==> src/ccp_pkg.sv <==
// Overview of operation
// Gate mode set defers shutdown to next time base reset; clear applies it at once.
// Software force bit forces shutdown or gating, still timed by gate mode.
// Each enable bit lets its source shut down; any enabled source asserting shuts down.
// Enable bit 7 routes second fault pin, bit 6 the first fault pin.
// Enable bit 5 selects the instance's logic cell output as a source.
// Enable bits 4 and 3 select outputs of designated sibling modules.
// Enable bits 2, 1, 0 select comparators 3, 2 and 1.
// Triggered mode with hold bit leaves enabled pins undriven until a trigger.
// Stretch field n makes a one-shot trigger last n+1 timer count periods.
// Mode field picks steerable, push-pull, half-bridge, brush reverse, forward or scan.
// Pins A, C, E are active-low when their polarity bit is set.
// Pins B, D, F are active-low when their polarity bit is set.
// Mode, group-two controls, dead time and extra pins exist in multi-output instances only.
// A single edge compare event sets a status flag.
// Capture-disable bit set stops capture pin edges from making capture events.
// Capture buffer overflow sets an overflow status flag.
// Buffer-not-empty flag reads set while captured data is available.
// Event bits without storage read zero; writing one fires the event.
// Dead-time field delays complementary rising edges in half-bridge and push-pull.
// Shutdown state fields choose inactive, active or undriven pins during shutdown.
package ccp_pkg;
  localparam logic [7:0]  CCP_OFS_SHUTDOWN_GATE  = 8'h00;
  localparam logic [7:0]  CCP_OFS_OUTPUT_SHAPING = 8'h04;
  localparam logic [7:0]  CCP_OFS_STATUS         = 8'h08;
  localparam logic [7:0]  CCP_OFS_AUX_CONTROL    = 8'h0C;
  localparam int          CCP_GM_BIT             = 14;
  localparam int          CCP_SWF_BIT            = 12;
  localparam int          CCP_SRC_LSB            = 0;
  localparam int          CCP_HOLD_BIT           = 31;
  localparam int          CCP_STRETCH_LSB        = 28;
  localparam int          CCP_MODE_LSB           = 24;
  localparam int          CCP_POL_ACE_BIT        = 21;
  localparam int          CCP_POL_BDF_BIT        = 20;
  localparam int          CCP_PSS_ACE_LSB        = 18;
  localparam int          CCP_PSS_BDF_LSB        = 16;
  localparam int          CCP_DEAD_LSB           = 0;
  localparam int          CCP_TRGF_BIT           = 5;
  localparam int          CCP_CAPF_BIT           = 4;
  localparam int          CCP_CMP_EVT_BIT        = 3;
  localparam int          CCP_CAP_DIS_BIT        = 2;
  localparam int          CCP_OVF_BIT            = 1;
  localparam int          CCP_BNE_BIT            = 0;
  localparam int          CCP_TRIG_MODE_BIT      = 0;
  localparam int          CCP_PIN_COUNT          = 6;
  localparam int          CCP_PSS_DRIVE_BIT      = 1;
  localparam int          CCP_PSS_LEVEL_BIT      = 0;
  localparam logic [31:0] CCP_CON2_MASK          = 32'h0000_50FF;
  localparam logic [31:0] CCP_CON3_MASK_MULTI    = 32'hF73F_003F;
  localparam logic [31:0] CCP_CON3_MASK_SINGLE   = 32'hF02C_0000;
  localparam logic [31:0] CCP_AUX_MASK           = 32'h0000_0001;
  localparam logic [31:0] CCP_CON2_RESET         = 32'h0000_0000;
  localparam logic [31:0] CCP_CON3_RESET         = 32'h0000_0000;
  localparam logic [31:0] CCP_AUX_RESET          = 32'h0000_0000;
  localparam logic [2:0]  CCP_MODE_STEER         = 3'h0;
  localparam logic [2:0]  CCP_MODE_PUSH          = 3'h1;
  localparam logic [2:0]  CCP_MODE_HALF          = 3'h2;
  localparam logic [2:0]  CCP_MODE_REV           = 3'h4;
  localparam logic [2:0]  CCP_MODE_FWD           = 3'h5;
  localparam logic [2:0]  CCP_MODE_SCAN          = 3'h6;
  localparam logic [2:0]  CCP_SCAN_LAST          = 3'h5;

  typedef struct packed {
    logic        cyc;
    logic        stb;
    logic        we;
    logic [3:0]  sel;
    logic [7:0]  adr;
    logic [31:0] dat;
  } ccp_wb_req_t;

  typedef struct packed {
    logic       fault_pin_second;
    logic       fault_pin_first;
    logic       logic_cell_one;
    logic [1:0] sibling_output;
    logic [2:0] comparator;
  } ccp_src_t;

  typedef struct packed {
    logic [5:0] level;
    logic [5:0] oe_n;
  } ccp_pins_t;

  localparam ccp_pins_t   CCP_PINS_RESET         = '{level: 6'h00, oe_n: 6'h3F};
endpackage : ccp_pkg

==> src/ccp_output_shutdown_control.sv <==
`timescale 1ns/1ps
`default_nettype none
module ccp_output_shutdown_control
  import ccp_pkg::*;
#(
  parameter bit MULTI_OUTPUT = 1'b1
) (
  input  wire logic        clk_i,
  input  wire logic        rst_i,
  input  wire ccp_wb_req_t wb_req_i,
  output logic [31:0]      wb_dat_o,
  output logic             wb_ack_o,
  input  wire ccp_src_t    src_i,
  input  wire logic        pwm_i,
  input  wire logic        timebase_reset_i,
  input  wire logic        timer_tick_i,
  input  wire logic        trigger_i,
  input  wire logic        compare_event_i,
  input  wire logic        capture_pin_i,
  input  wire logic        capture_overflow_i,
  input  wire logic        capture_not_empty_i,
  output ccp_pins_t        pins_o,
  output logic             capture_event_o,
  output logic             shutdown_o,
  output logic             trigger_active_o
);
  localparam logic [31:0] CON3_MASK = MULTI_OUTPUT ? CCP_CON3_MASK_MULTI : CCP_CON3_MASK_SINGLE;
  localparam logic [5:0]  PIN_PRESENT = MULTI_OUTPUT ? 6'h3F : 6'h01;

  logic [31:0] shutdown_gate_control;
  logic [31:0] output_shaping_control;
  logic [31:0] aux_control;
  logic        capture_input_disable;
  logic        compare_event_flag;
  logic        capture_overflow_flag;

  logic        shutdown_gate_mode;
  logic        software_shutdown_force;
  logic [7:0]  shutdown_source_enables;
  logic        output_trigger_hold;
  logic [2:0]  one_shot_stretch;
  logic [2:0]  output_mode_select;
  logic        polarity_group_ace;
  logic        polarity_group_bdf;
  logic [1:0]  shutdown_state_ace;
  logic [1:0]  shutdown_state_bdf;
  logic [5:0]  dead_time_count;
  logic        triggered_mode_enable;

  assign shutdown_gate_mode      = shutdown_gate_control[CCP_GM_BIT];
  assign software_shutdown_force = shutdown_gate_control[CCP_SWF_BIT];
  assign shutdown_source_enables = shutdown_gate_control[CCP_SRC_LSB +: 8];
  assign output_trigger_hold     = output_shaping_control[CCP_HOLD_BIT];
  assign one_shot_stretch        = output_shaping_control[CCP_STRETCH_LSB +: 3];
  assign output_mode_select      = output_shaping_control[CCP_MODE_LSB +: 3];
  assign polarity_group_ace      = output_shaping_control[CCP_POL_ACE_BIT];
  assign polarity_group_bdf      = output_shaping_control[CCP_POL_BDF_BIT];
  assign shutdown_state_ace      = output_shaping_control[CCP_PSS_ACE_LSB +: 2];
  assign shutdown_state_bdf      = output_shaping_control[CCP_PSS_BDF_LSB +: 2];
  assign dead_time_count         = output_shaping_control[CCP_DEAD_LSB +: 6];
  assign triggered_mode_enable   = aux_control[CCP_TRIG_MODE_BIT];

  // wishbone slave
  logic        bus_access;
  logic        bus_write;
  logic        hit_con2;
  logic        hit_con3;
  logic        hit_stat;
  logic        hit_aux;
  logic        stat_wr;
  logic        capture_force_wr;
  logic        trigger_force_wr;
  logic        stat_read_q;
  logic [31:0] byte_mask;
  logic [31:0] next_rdata;

  assign bus_access = wb_req_i.cyc && wb_req_i.stb && !wb_ack_o;
  // write lands on the edge at which the master samples ack high
  assign bus_write  = wb_req_i.cyc && wb_req_i.stb && wb_req_i.we && wb_ack_o;
  assign hit_con2   = wb_req_i.adr == CCP_OFS_SHUTDOWN_GATE;
  assign hit_con3   = wb_req_i.adr == CCP_OFS_OUTPUT_SHAPING;
  assign hit_stat   = wb_req_i.adr == CCP_OFS_STATUS;
  assign hit_aux    = wb_req_i.adr == CCP_OFS_AUX_CONTROL;
  assign byte_mask  = {{8{wb_req_i.sel[3]}}, {8{wb_req_i.sel[2]}},
                       {8{wb_req_i.sel[1]}}, {8{wb_req_i.sel[0]}}};
  assign stat_wr    = bus_write && hit_stat && wb_req_i.sel[0];
  // no storage behind these bits: a one fires the event
  assign capture_force_wr = stat_wr && wb_req_i.dat[CCP_CAPF_BIT];
  assign trigger_force_wr = stat_wr && wb_req_i.dat[CCP_TRGF_BIT];

  function automatic logic [31:0] merge(input logic [31:0] old, input logic [31:0] wmask);
    merge = (old & ~(wmask & byte_mask)) | (wb_req_i.dat & wmask & byte_mask);
  endfunction : merge

  always_ff @(posedge clk_i) begin
    if (rst_i) begin
      wb_ack_o    <= 1'b0;
      wb_dat_o    <= 32'h0000_0000;
      stat_read_q <= 1'b0;
    end else begin
      wb_ack_o    <= bus_access;
      stat_read_q <= bus_access && !wb_req_i.we && hit_stat;
      if (bus_access && !wb_req_i.we) begin
        wb_dat_o <= next_rdata;
      end
    end
  end

  always_comb begin
    next_rdata = 32'h0000_0000;
    if (hit_con2) begin
      next_rdata = shutdown_gate_control;
    end else if (hit_con3) begin
      next_rdata = output_shaping_control;
    end else if (hit_aux) begin
      next_rdata = aux_control;
    end else if (hit_stat) begin
      next_rdata[CCP_CMP_EVT_BIT] = compare_event_flag;
      next_rdata[CCP_CAP_DIS_BIT] = capture_input_disable;
      next_rdata[CCP_OVF_BIT]     = capture_overflow_flag;
      next_rdata[CCP_BNE_BIT]     = capture_not_empty_i;
    end
  end

  always_ff @(posedge clk_i) begin
    if (rst_i) begin
      shutdown_gate_control <= CCP_CON2_RESET;
    end else if (bus_write && hit_con2) begin
      shutdown_gate_control <= merge(shutdown_gate_control, CCP_CON2_MASK);
    end
  end

  // group-two fields and dead time have no storage in single-output builds
  always_ff @(posedge clk_i) begin
    if (rst_i) begin
      output_shaping_control <= CCP_CON3_RESET;
    end else if (bus_write && hit_con3) begin
      output_shaping_control <= merge(output_shaping_control, CON3_MASK);
    end
  end

  always_ff @(posedge clk_i) begin
    if (rst_i) begin
      aux_control <= CCP_AUX_RESET;
    end else if (bus_write && hit_aux) begin
      aux_control <= merge(aux_control, CCP_AUX_MASK);
    end
  end

  always_ff @(posedge clk_i) begin
    if (rst_i) begin
      capture_input_disable <= 1'b0;
    end else if (stat_wr) begin
      capture_input_disable <= wb_req_i.dat[CCP_CAP_DIS_BIT];
    end
  end

  // hardware set wins over a software clear in the same cycle
  always_ff @(posedge clk_i) begin
    if (rst_i) begin
      compare_event_flag <= 1'b0;
    end else if (compare_event_i) begin
      compare_event_flag <= 1'b1;
    end else if (stat_wr && !wb_req_i.dat[CCP_CMP_EVT_BIT]) begin
      compare_event_flag <= 1'b0;
    end
  end

  always_ff @(posedge clk_i) begin
    if (rst_i) begin
      capture_overflow_flag <= 1'b0;
    end else if (capture_overflow_i) begin
      capture_overflow_flag <= 1'b1;
    end else if (stat_wr && !wb_req_i.dat[CCP_OVF_BIT]) begin
      capture_overflow_flag <= 1'b0;
    end
  end

  // capture edge detection
  logic capture_pin_q;

  always_ff @(posedge clk_i) begin
    if (rst_i) begin
      capture_pin_q   <= 1'b0;
      capture_event_o <= 1'b0;
    end else begin
      capture_pin_q   <= capture_pin_i;
      capture_event_o <= (capture_pin_i && !capture_pin_q && !capture_input_disable)
                         || capture_force_wr;
    end
  end

  // shutdown sources and timing
  logic [7:0] source_vector;
  logic       shutdown_request;

  assign source_vector = {src_i.fault_pin_second,
                          src_i.fault_pin_first,
                          src_i.logic_cell_one,
                          src_i.sibling_output,
                          src_i.comparator};
  assign shutdown_request = (|(source_vector & shutdown_source_enables))
                            || software_shutdown_force;

  always_ff @(posedge clk_i) begin
    if (rst_i) begin
      shutdown_o <= 1'b0;
    end else if (!shutdown_gate_mode || timebase_reset_i) begin
      shutdown_o <= shutdown_request;
    end
  end

  // one-shot trigger stretch
  logic       trigger_event;
  logic       trigger_hold;
  logic [2:0] stretch_count;

  assign trigger_event = trigger_i || trigger_force_wr;
  assign trigger_hold  = triggered_mode_enable && output_trigger_hold && !trigger_active_o;

  always_ff @(posedge clk_i) begin
    if (rst_i) begin
      trigger_active_o <= 1'b0;
      stretch_count    <= 3'h0;
    end else if (trigger_event) begin
      trigger_active_o <= 1'b1;
      stretch_count    <= one_shot_stretch;
    end else if (trigger_active_o && timer_tick_i) begin
      if (stretch_count == 3'h0) begin
        trigger_active_o <= 1'b0;
      end else begin
        stretch_count <= stretch_count - 3'h1;
      end
    end
  end

  // output mode steering
  logic       push_phase;
  logic [2:0] scan_index;
  logic [5:0] raw;
  logic [5:2] raw_q;
  logic       delayed_a;
  logic       delayed_b;
  logic [5:0] delayed;
  logic [5:0] dead_eff;

  always_ff @(posedge clk_i) begin
    if (rst_i) begin
      push_phase <= 1'b0;
      scan_index <= 3'h0;
    end else if (timebase_reset_i) begin
      push_phase <= !push_phase;
      scan_index <= (scan_index == CCP_SCAN_LAST) ? 3'h0 : scan_index + 3'h1;
    end
  end

  always_comb begin
    raw = 6'h00;
    unique case (output_mode_select)
      CCP_MODE_STEER: raw = {6{pwm_i}};
      CCP_MODE_PUSH:  raw[1:0] = push_phase ? {pwm_i, 1'b0} : {1'b0, pwm_i};
      CCP_MODE_HALF:  raw[1:0] = {!pwm_i, pwm_i};
      CCP_MODE_REV: begin
        raw[2] = 1'b1;
        raw[1] = pwm_i;
      end
      CCP_MODE_FWD: begin
        raw[0] = 1'b1;
        raw[3] = pwm_i;
      end
      CCP_MODE_SCAN:  raw = 6'(pwm_i) << scan_index;
      default:        raw = 6'h00;
    endcase
  end

  // dead time only in complementary modes
  assign dead_eff = (output_mode_select == CCP_MODE_HALF || output_mode_select == CCP_MODE_PUSH)
                    ? dead_time_count : 6'h00;

  ccp_dead_time u_dead_a (
    .clk_i   (clk_i),
    .rst_i   (rst_i),
    .level_i (raw[0]),
    .dead_i  (dead_eff),
    .level_o (delayed_a)
  );

  ccp_dead_time u_dead_b (
    .clk_i   (clk_i),
    .rst_i   (rst_i),
    .level_i (raw[1]),
    .dead_i  (dead_eff),
    .level_o (delayed_b)
  );

  // keeps the other pins aligned with the dead-time stage
  always_ff @(posedge clk_i) begin
    if (rst_i) begin
      raw_q <= 4'h0;
    end else begin
      raw_q <= raw[5:2];
    end
  end

  assign delayed = {raw_q, delayed_b, delayed_a};

  // polarity, shutdown state and pin drive
  logic [5:0] pin_pol;
  logic [5:0] pss_drive;
  logic [5:0] pss_level;
  ccp_pins_t  next_pins;

  assign pin_pol   = {3{polarity_group_bdf, polarity_group_ace}};
  assign pss_drive = {3{shutdown_state_bdf[CCP_PSS_DRIVE_BIT], shutdown_state_ace[CCP_PSS_DRIVE_BIT]}};
  assign pss_level = {3{shutdown_state_bdf[CCP_PSS_LEVEL_BIT], shutdown_state_ace[CCP_PSS_LEVEL_BIT]}};

  always_comb begin
    next_pins = CCP_PINS_RESET;
    for (int i = 0; i < CCP_PIN_COUNT; i++) begin
      if (!PIN_PRESENT[i]) begin
        next_pins.oe_n[i] = 1'b1;
      end else if (shutdown_o) begin
        next_pins.oe_n[i]  = !pss_drive[i];
        next_pins.level[i] = pss_drive[i] && (pss_level[i] ^ pin_pol[i]);
      end else if (trigger_hold) begin
        next_pins.oe_n[i] = 1'b1;
      end else begin
        next_pins.oe_n[i]  = 1'b0;
        next_pins.level[i] = delayed[i] ^ pin_pol[i];
      end
    end
  end

  always_ff @(posedge clk_i) begin
    if (rst_i) begin
      pins_o <= CCP_PINS_RESET;
    end else begin
      pins_o <= next_pins;
    end
  end

  a_ack_single: assert property (@(posedge clk_i) disable iff (rst_i)
    wb_ack_o |=> !wb_ack_o)
    else $error("ack held for more than one cycle");

  a_shut_immediate: assert property (@(posedge clk_i) disable iff (rst_i)
    !shutdown_gate_mode && shutdown_request |=> shutdown_o)
    else $error("immediate shutdown not applied");

  a_shut_deferred: assert property (@(posedge clk_i) disable iff (rst_i)
    shutdown_gate_mode && !timebase_reset_i |=> $stable(shutdown_o))
    else $error("gated shutdown changed off the time base reset");

  a_soft_force: assert property (@(posedge clk_i) disable iff (rst_i)
    software_shutdown_force && (!shutdown_gate_mode || timebase_reset_i) |=> shutdown_o)
    else $error("software force did not shut down");

  a_source_quiet: assert property (@(posedge clk_i) disable iff (rst_i)
    (source_vector & shutdown_source_enables) == 8'h00 && !software_shutdown_force
    && !shutdown_gate_mode |=> !shutdown_o)
    else $error("shutdown without an enabled source");

  a_half_bridge: assert property (@(posedge clk_i) disable iff (rst_i)
    output_mode_select == CCP_MODE_HALF |-> raw[1] == !raw[0] && raw[5:2] == 4'h0)
    else $error("half-bridge outputs not complementary");

  a_trig_hold: assert property (@(posedge clk_i) disable iff (rst_i)
    trigger_hold && !shutdown_o |=> pins_o.oe_n == 6'h3F)
    else $error("pins driven while waiting for trigger");

  a_stretch_load: assert property (@(posedge clk_i) disable iff (rst_i)
    trigger_event |=> trigger_active_o && stretch_count == $past(one_shot_stretch))
    else $error("one-shot stretch not loaded");

  a_stretch_end: assert property (@(posedge clk_i) disable iff (rst_i)
    trigger_active_o && timer_tick_i && stretch_count == 3'h0 && !trigger_event
    |=> !trigger_active_o)
    else $error("one-shot outlived its stretch");

  a_polarity_ace: assert property (@(posedge clk_i) disable iff (rst_i)
    !shutdown_o && !trigger_hold |=> pins_o.level[0] == ($past(delayed_a) ^ $past(polarity_group_ace)))
    else $error("pin A polarity wrong");

  a_polarity_bdf: assert property (@(posedge clk_i) disable iff (rst_i)
    MULTI_OUTPUT && !shutdown_o && !trigger_hold
    |=> pins_o.level[1] == ($past(delayed_b) ^ $past(polarity_group_bdf)))
    else $error("pin B polarity wrong");

  a_single_absent: assert property (@(posedge clk_i) disable iff (rst_i)
    !MULTI_OUTPUT |-> pins_o.oe_n[5:1] == 5'h1F && output_mode_select == 3'h0)
    else $error("extra outputs present in single-output build");

  a_compare_flag: assert property (@(posedge clk_i) disable iff (rst_i)
    compare_event_i |=> compare_event_flag)
    else $error("compare event flag not set");

  a_capture_off: assert property (@(posedge clk_i) disable iff (rst_i)
    capture_input_disable && !capture_force_wr |=> !capture_event_o)
    else $error("capture event while disabled");

  a_overflow_flag: assert property (@(posedge clk_i) disable iff (rst_i)
    capture_overflow_i |=> capture_overflow_flag)
    else $error("overflow flag not set");

  a_not_empty: assert property (@(posedge clk_i) disable iff (rst_i)
    wb_ack_o && stat_read_q |-> wb_dat_o[CCP_BNE_BIT] == $past(capture_not_empty_i))
    else $error("buffer status read back wrong");

  a_force_zero: assert property (@(posedge clk_i) disable iff (rst_i)
    wb_ack_o && stat_read_q |-> !wb_dat_o[CCP_CAPF_BIT] && !wb_dat_o[CCP_TRGF_BIT])
    else $error("event bit read as one");
endmodule : ccp_output_shutdown_control
`default_nettype wire

==> src/ccp_dead_time.sv <==
`timescale 1ns/1ps
`default_nettype none
module ccp_dead_time
  import ccp_pkg::*;
(
  input  wire logic       clk_i,
  input  wire logic       rst_i,
  input  wire logic       level_i,
  input  wire logic [5:0] dead_i,
  output logic            level_o
);
  logic [5:0] count;

  // rising edge waits dead_i clocks, falling edge passes at once
  always_ff @(posedge clk_i) begin
    if (rst_i) begin
      count   <= 6'h00;
      level_o <= 1'b0;
    end else if (!level_i) begin
      count   <= 6'h00;
      level_o <= 1'b0;
    end else if (count == dead_i) begin
      level_o <= 1'b1;
    end else begin
      count <= count + 6'h01;
    end
  end
endmodule : ccp_dead_time
`default_nettype wire

==> config.mk <==
export PLATFORM = sky130hd
export DESIGN_NAME = ccp_output_shutdown_control
export DESIGN_NICKNAME = d
export VERILOG_FILES = /design/src/ccp_pkg.sv /design/src/ccp_output_shutdown_control.sv /design/src/ccp_dead_time.sv
export SDC_FILE = /design/constraint.sdc
export NUM_CORES = 1
export LEC_CHECK = 0
export ABC_AREA = 1
export CORE_MARGIN = 2
export CORE_UTILIZATION = 62
export CTS_CLUSTER_DIAMETER = 120
export DETAILED_ROUTE_END_ITERATION = 16
export DONT_BUFFER_PORTS = 1
export GPL_TIMING_DRIVEN = 1
export MAX_ROUTING_LAYER = met4
export PLACE_DENSITY = 0.85
export SETUP_SLACK_MARGIN = 0.4
export SYNTH_ARGS = -nofsm -noshare
export SYNTH_HDL_FRONTEND = slang
export SYNTH_HIERARCHICAL = 1
export SYNTH_SLANG_ARGS = --single-unit
export TNS_END_PERCENT = 100
==> constraint.sdc <==
create_clock -name clk_i -period 3.4 [get_ports clk_i]
set_clock_uncertainty 0.1 [all_clocks]
set_input_delay 0.34 -clock clk_i [delete_from_list [all_inputs] [get_ports clk_i]]
set_output_delay 0.34 -clock clk_i [all_outputs]
set_load 0.02 [all_outputs]
==> impl_metrics.json <==
{
  "numPortBuffers": 0,
  "synth_top_area_cell": "dfxtp_1",
  "finish.utilization_pct": 67.06,
  "synthAdderAreaFrac_pct": 1.096,
  "ys_seq_area_share_pct": 41.22,
  "worstPathCellList": "nor2_1, inv_1, o21ai_0, inv_1, nor2_1, inv_1, nand2_1, nand2_2, nor2_4, nand3_4, nand2_1, nand2_1, nor2_1",
  "synth_top_family_by_area": "simple AND/OR/NAND/NOR gates",
  "initial_utilization_pct": 63.63,
  "first_iter_violations": 210,
  "place_ws_ns": 1.270,
  "ys_ff_latch": 94,
  "wl_um": 10080,
  "cpLargestDelayFamily": "simple AND/OR/NAND/NOR gates",
  "grt_pass1_wl_um": 16690,
  "grt_overflow": 0,
  "root_buffer": "clkbuf_8",
  "layout_setup_ws_ns": 1.246,
  "htree_num_levels": 3,
  "clk_pin_slew_ns": 0.10,
  "worst_pin_slew_ns": 1.002,
  "synth-simple-area-share_pct": 27.82,
  "synth_compound_area_share_pct": 14.94,
  "period_share_pct": 63.36,
  "antenna_found_initial": 0,
  "synthCells": 648,
  "synthToLayoutAreaGrowth_pct": 5.399,
  "fin_tns_setup_ns": 0,
  "status": "complete, no violations",
  "cts.path.max_buffers": 2,
  "dp_hpwl_um": 7298,
  "ys_types": 35,
  "crit_buf_inv": 3,
  "cts_tree": "built",
  "rsz0062_at_grt": "false",
  "max_cap_viol_count": 0,
  "layout_common_cells": "nand2_1, dfxtp_1, inv_1, nor2_1, a21oi_1",
  "syn_area_um2": 4566,
  "hold_depth": 2,
  "path_max_fanout": 9,
  "placed_area_um2": 4554,
  "slew_violations": 0,
  "netlist_top_cells_area": "dfxtp_1, nand2_1, a21oi_1",
  "row_count": 31,
  "critPathKind": "reg -> reg",
  "dr.pass1.iters": 4,
  "postLayoutCellArea_um2": 4812,
  "post_cts.resized_instances": 0,
  "via_per_inst": 5.417,
  "slowest_delay_ns": 0.36,
  "synth_top_area_share_pct": 41.22,
  "rr_worst_depth": 13,
  "synth_warnings": 6,
  "final_common_cell": "nand2_1",
  "end_kind": "flip-flop",
  "cp.arrival_ns": 2.35,
  "slew_headroom_pct": 32.98,
  "max_freq_mhz": 464.2,
  "cts_buffers": 9,
  "grt_start_max_net_pins": 33,
  "wire_per_inst_um": 13.51,
  "ant_nets": 0,
  "antenna_cells": 0,
  "required_ns": 3.60,
  "synth-edff-count": 0,
  "first_global_vias": 3751,
  "grtUsageTotal_pct": 25.87,
  "syn_avg_cell_area_um2": 7.046,
  "core-area_um2": 7176,
  "die-height_um": 89.82,
  "hold_path.class": "in -> reg",
  "vias": 4041,
  "nets": 711,
  "boundaryPins": 113,
  "ys.flop_type": "dfxtp_1",
  "worst_setup_path_start_kind": "flip-flop",
  "setup_viol": 0,
  "finalHoldViolCount": 0,
  "peakVddDrop_mv": 0.3131,
  "dieArea_um2": 8067,
  "synth-xor-area-share_pct": 3.261,
  "p_per_area_nw_per_um2": 547.9,
  "slowest_stage": "dfxtp_1",
  "post-route-min-period_ns": 2.154,
  "fp.dieW_um": 89.82,
  "clkLatencyLatePin_ns": 0.36,
  "clkSinkCount": 94,
  "drive_gt1_share_pct": 8.810,
  "p_leak_nw": 2.009,
  "synthMuxAreaShare_pct": 0,
  "whs_ns": 0.02534,
  "drc": 0,
  "routabilityCongestion": 0.9574,
  "worst-path-stages": 13,
  "async_reset_ff_share_pct": 0
}
cells by family (layout without fill, tap and decap cells):
group / Yosys count / in the layout
AO/OA/AOI/OAI: 130 / 130
XOR/XNOR: 17 / 17
adder cells (fa/ha/maj): 4 / 4
buffers and inverters: 124 / 115
flip-flops: 94 / 94
other: 1 / 9
AND/OR/NAND/NOR: 278 / 278
worst paths after layout:
| check | startpoint | end | slack [ns] |
|---|---|---|---|
| setup / recovery | flip-flop | u_dead_b/count[1] | 1.25 |
| hold / removal | capture_pin_i | capture_event_o | 0.03 |
| setup reg to reg | flip-flop | u_dead_b/count[1] | 1.25 |
| hold reg to reg | flip-flop | wb_dat_o[30] | 0.37 |
cell type report:
type | instances | area, um2
Timing Repair Buffer | 8 | 72.57
Clock inverter | 5 | 66.31
Fill cell | 649 | 2364
Inverter | 91 | 341.6
Multi-Input combinational cell | 438 | 2185
Sequential cell | 94 | 1882
Clock buffer | 11 | 141.4
Tap cell | 99 | 123.9
per-layer routing:
metal,routed length (um),track usage [%],vias to the layer above
met5,0,-,-
met4,162,10.77,0
met3,756,6.622,18
met2,5017,44.19,142
met1,4139,28.92,1855
li1,-,-,2026
timing repair:
item                                   4_1_cts  5_1_grt
hold buffers                                 5        0
setup buffers                                0        0
endpoints found under the hold margin       25        0
worst reg2reg max path: stages (launching register included):
cell	delay, ns
dfxtp_1	0.36
nor2_1	0.18
inv_1	0.09
o21ai_0	0.16
inv_1	0.14
nor2_1	0.29
inv_1	0.07
nand2_1	0.07
nand2_2	0.07
nor2_4	0.19
nand3_4	0.15
nand2_1	0.09
nand2_1	0.05
nor2_1	0.09
cell usage after synthesis, types with 2 or more instances:
library cell / instances
xnor2_1: 4
xor2_1: 13
nor3_2: 2
nand3_4: 2
or2_2: 2
ha_1: 4
buf_2: 3
inv_2: 11
a21oi_1: 61
buf_4: 14
nor3_1: 4
clkbuf_1: 15
nor2_4: 7
a21boi_0: 2
nand3_1: 26
nand2_1: 138
inv_1: 80
o21ai_0: 55
a31oi_1: 4
nor2_1: 66
dfxtp_1: 94
nand4_1: 14
o211ai_1: 3
nand2_2: 11
a211oi_1: 2
nor2_2: 2
per-stage QoR:
stage          total power, mW  instances
3_5_place_dp             1.879        725
4_1_cts                  2.657        746
5_1_grt                  2.789        746
3_3_place_gp             1.848        725
6_report                 2.637        746
2_1_floorplan            1.793        656
power by group:
part | switching, mW | total, mW | internal (mW)
Sequential | 0.100 | 1.27 | 1.17
Combinational | 0.368 | 0.594 | 0.226
Clock | 0.400 | 0.770 | 0.370
Total | 0.869 | 2.64 | 1.77
No activity file was read; power rests on OpenSTA's default activity.
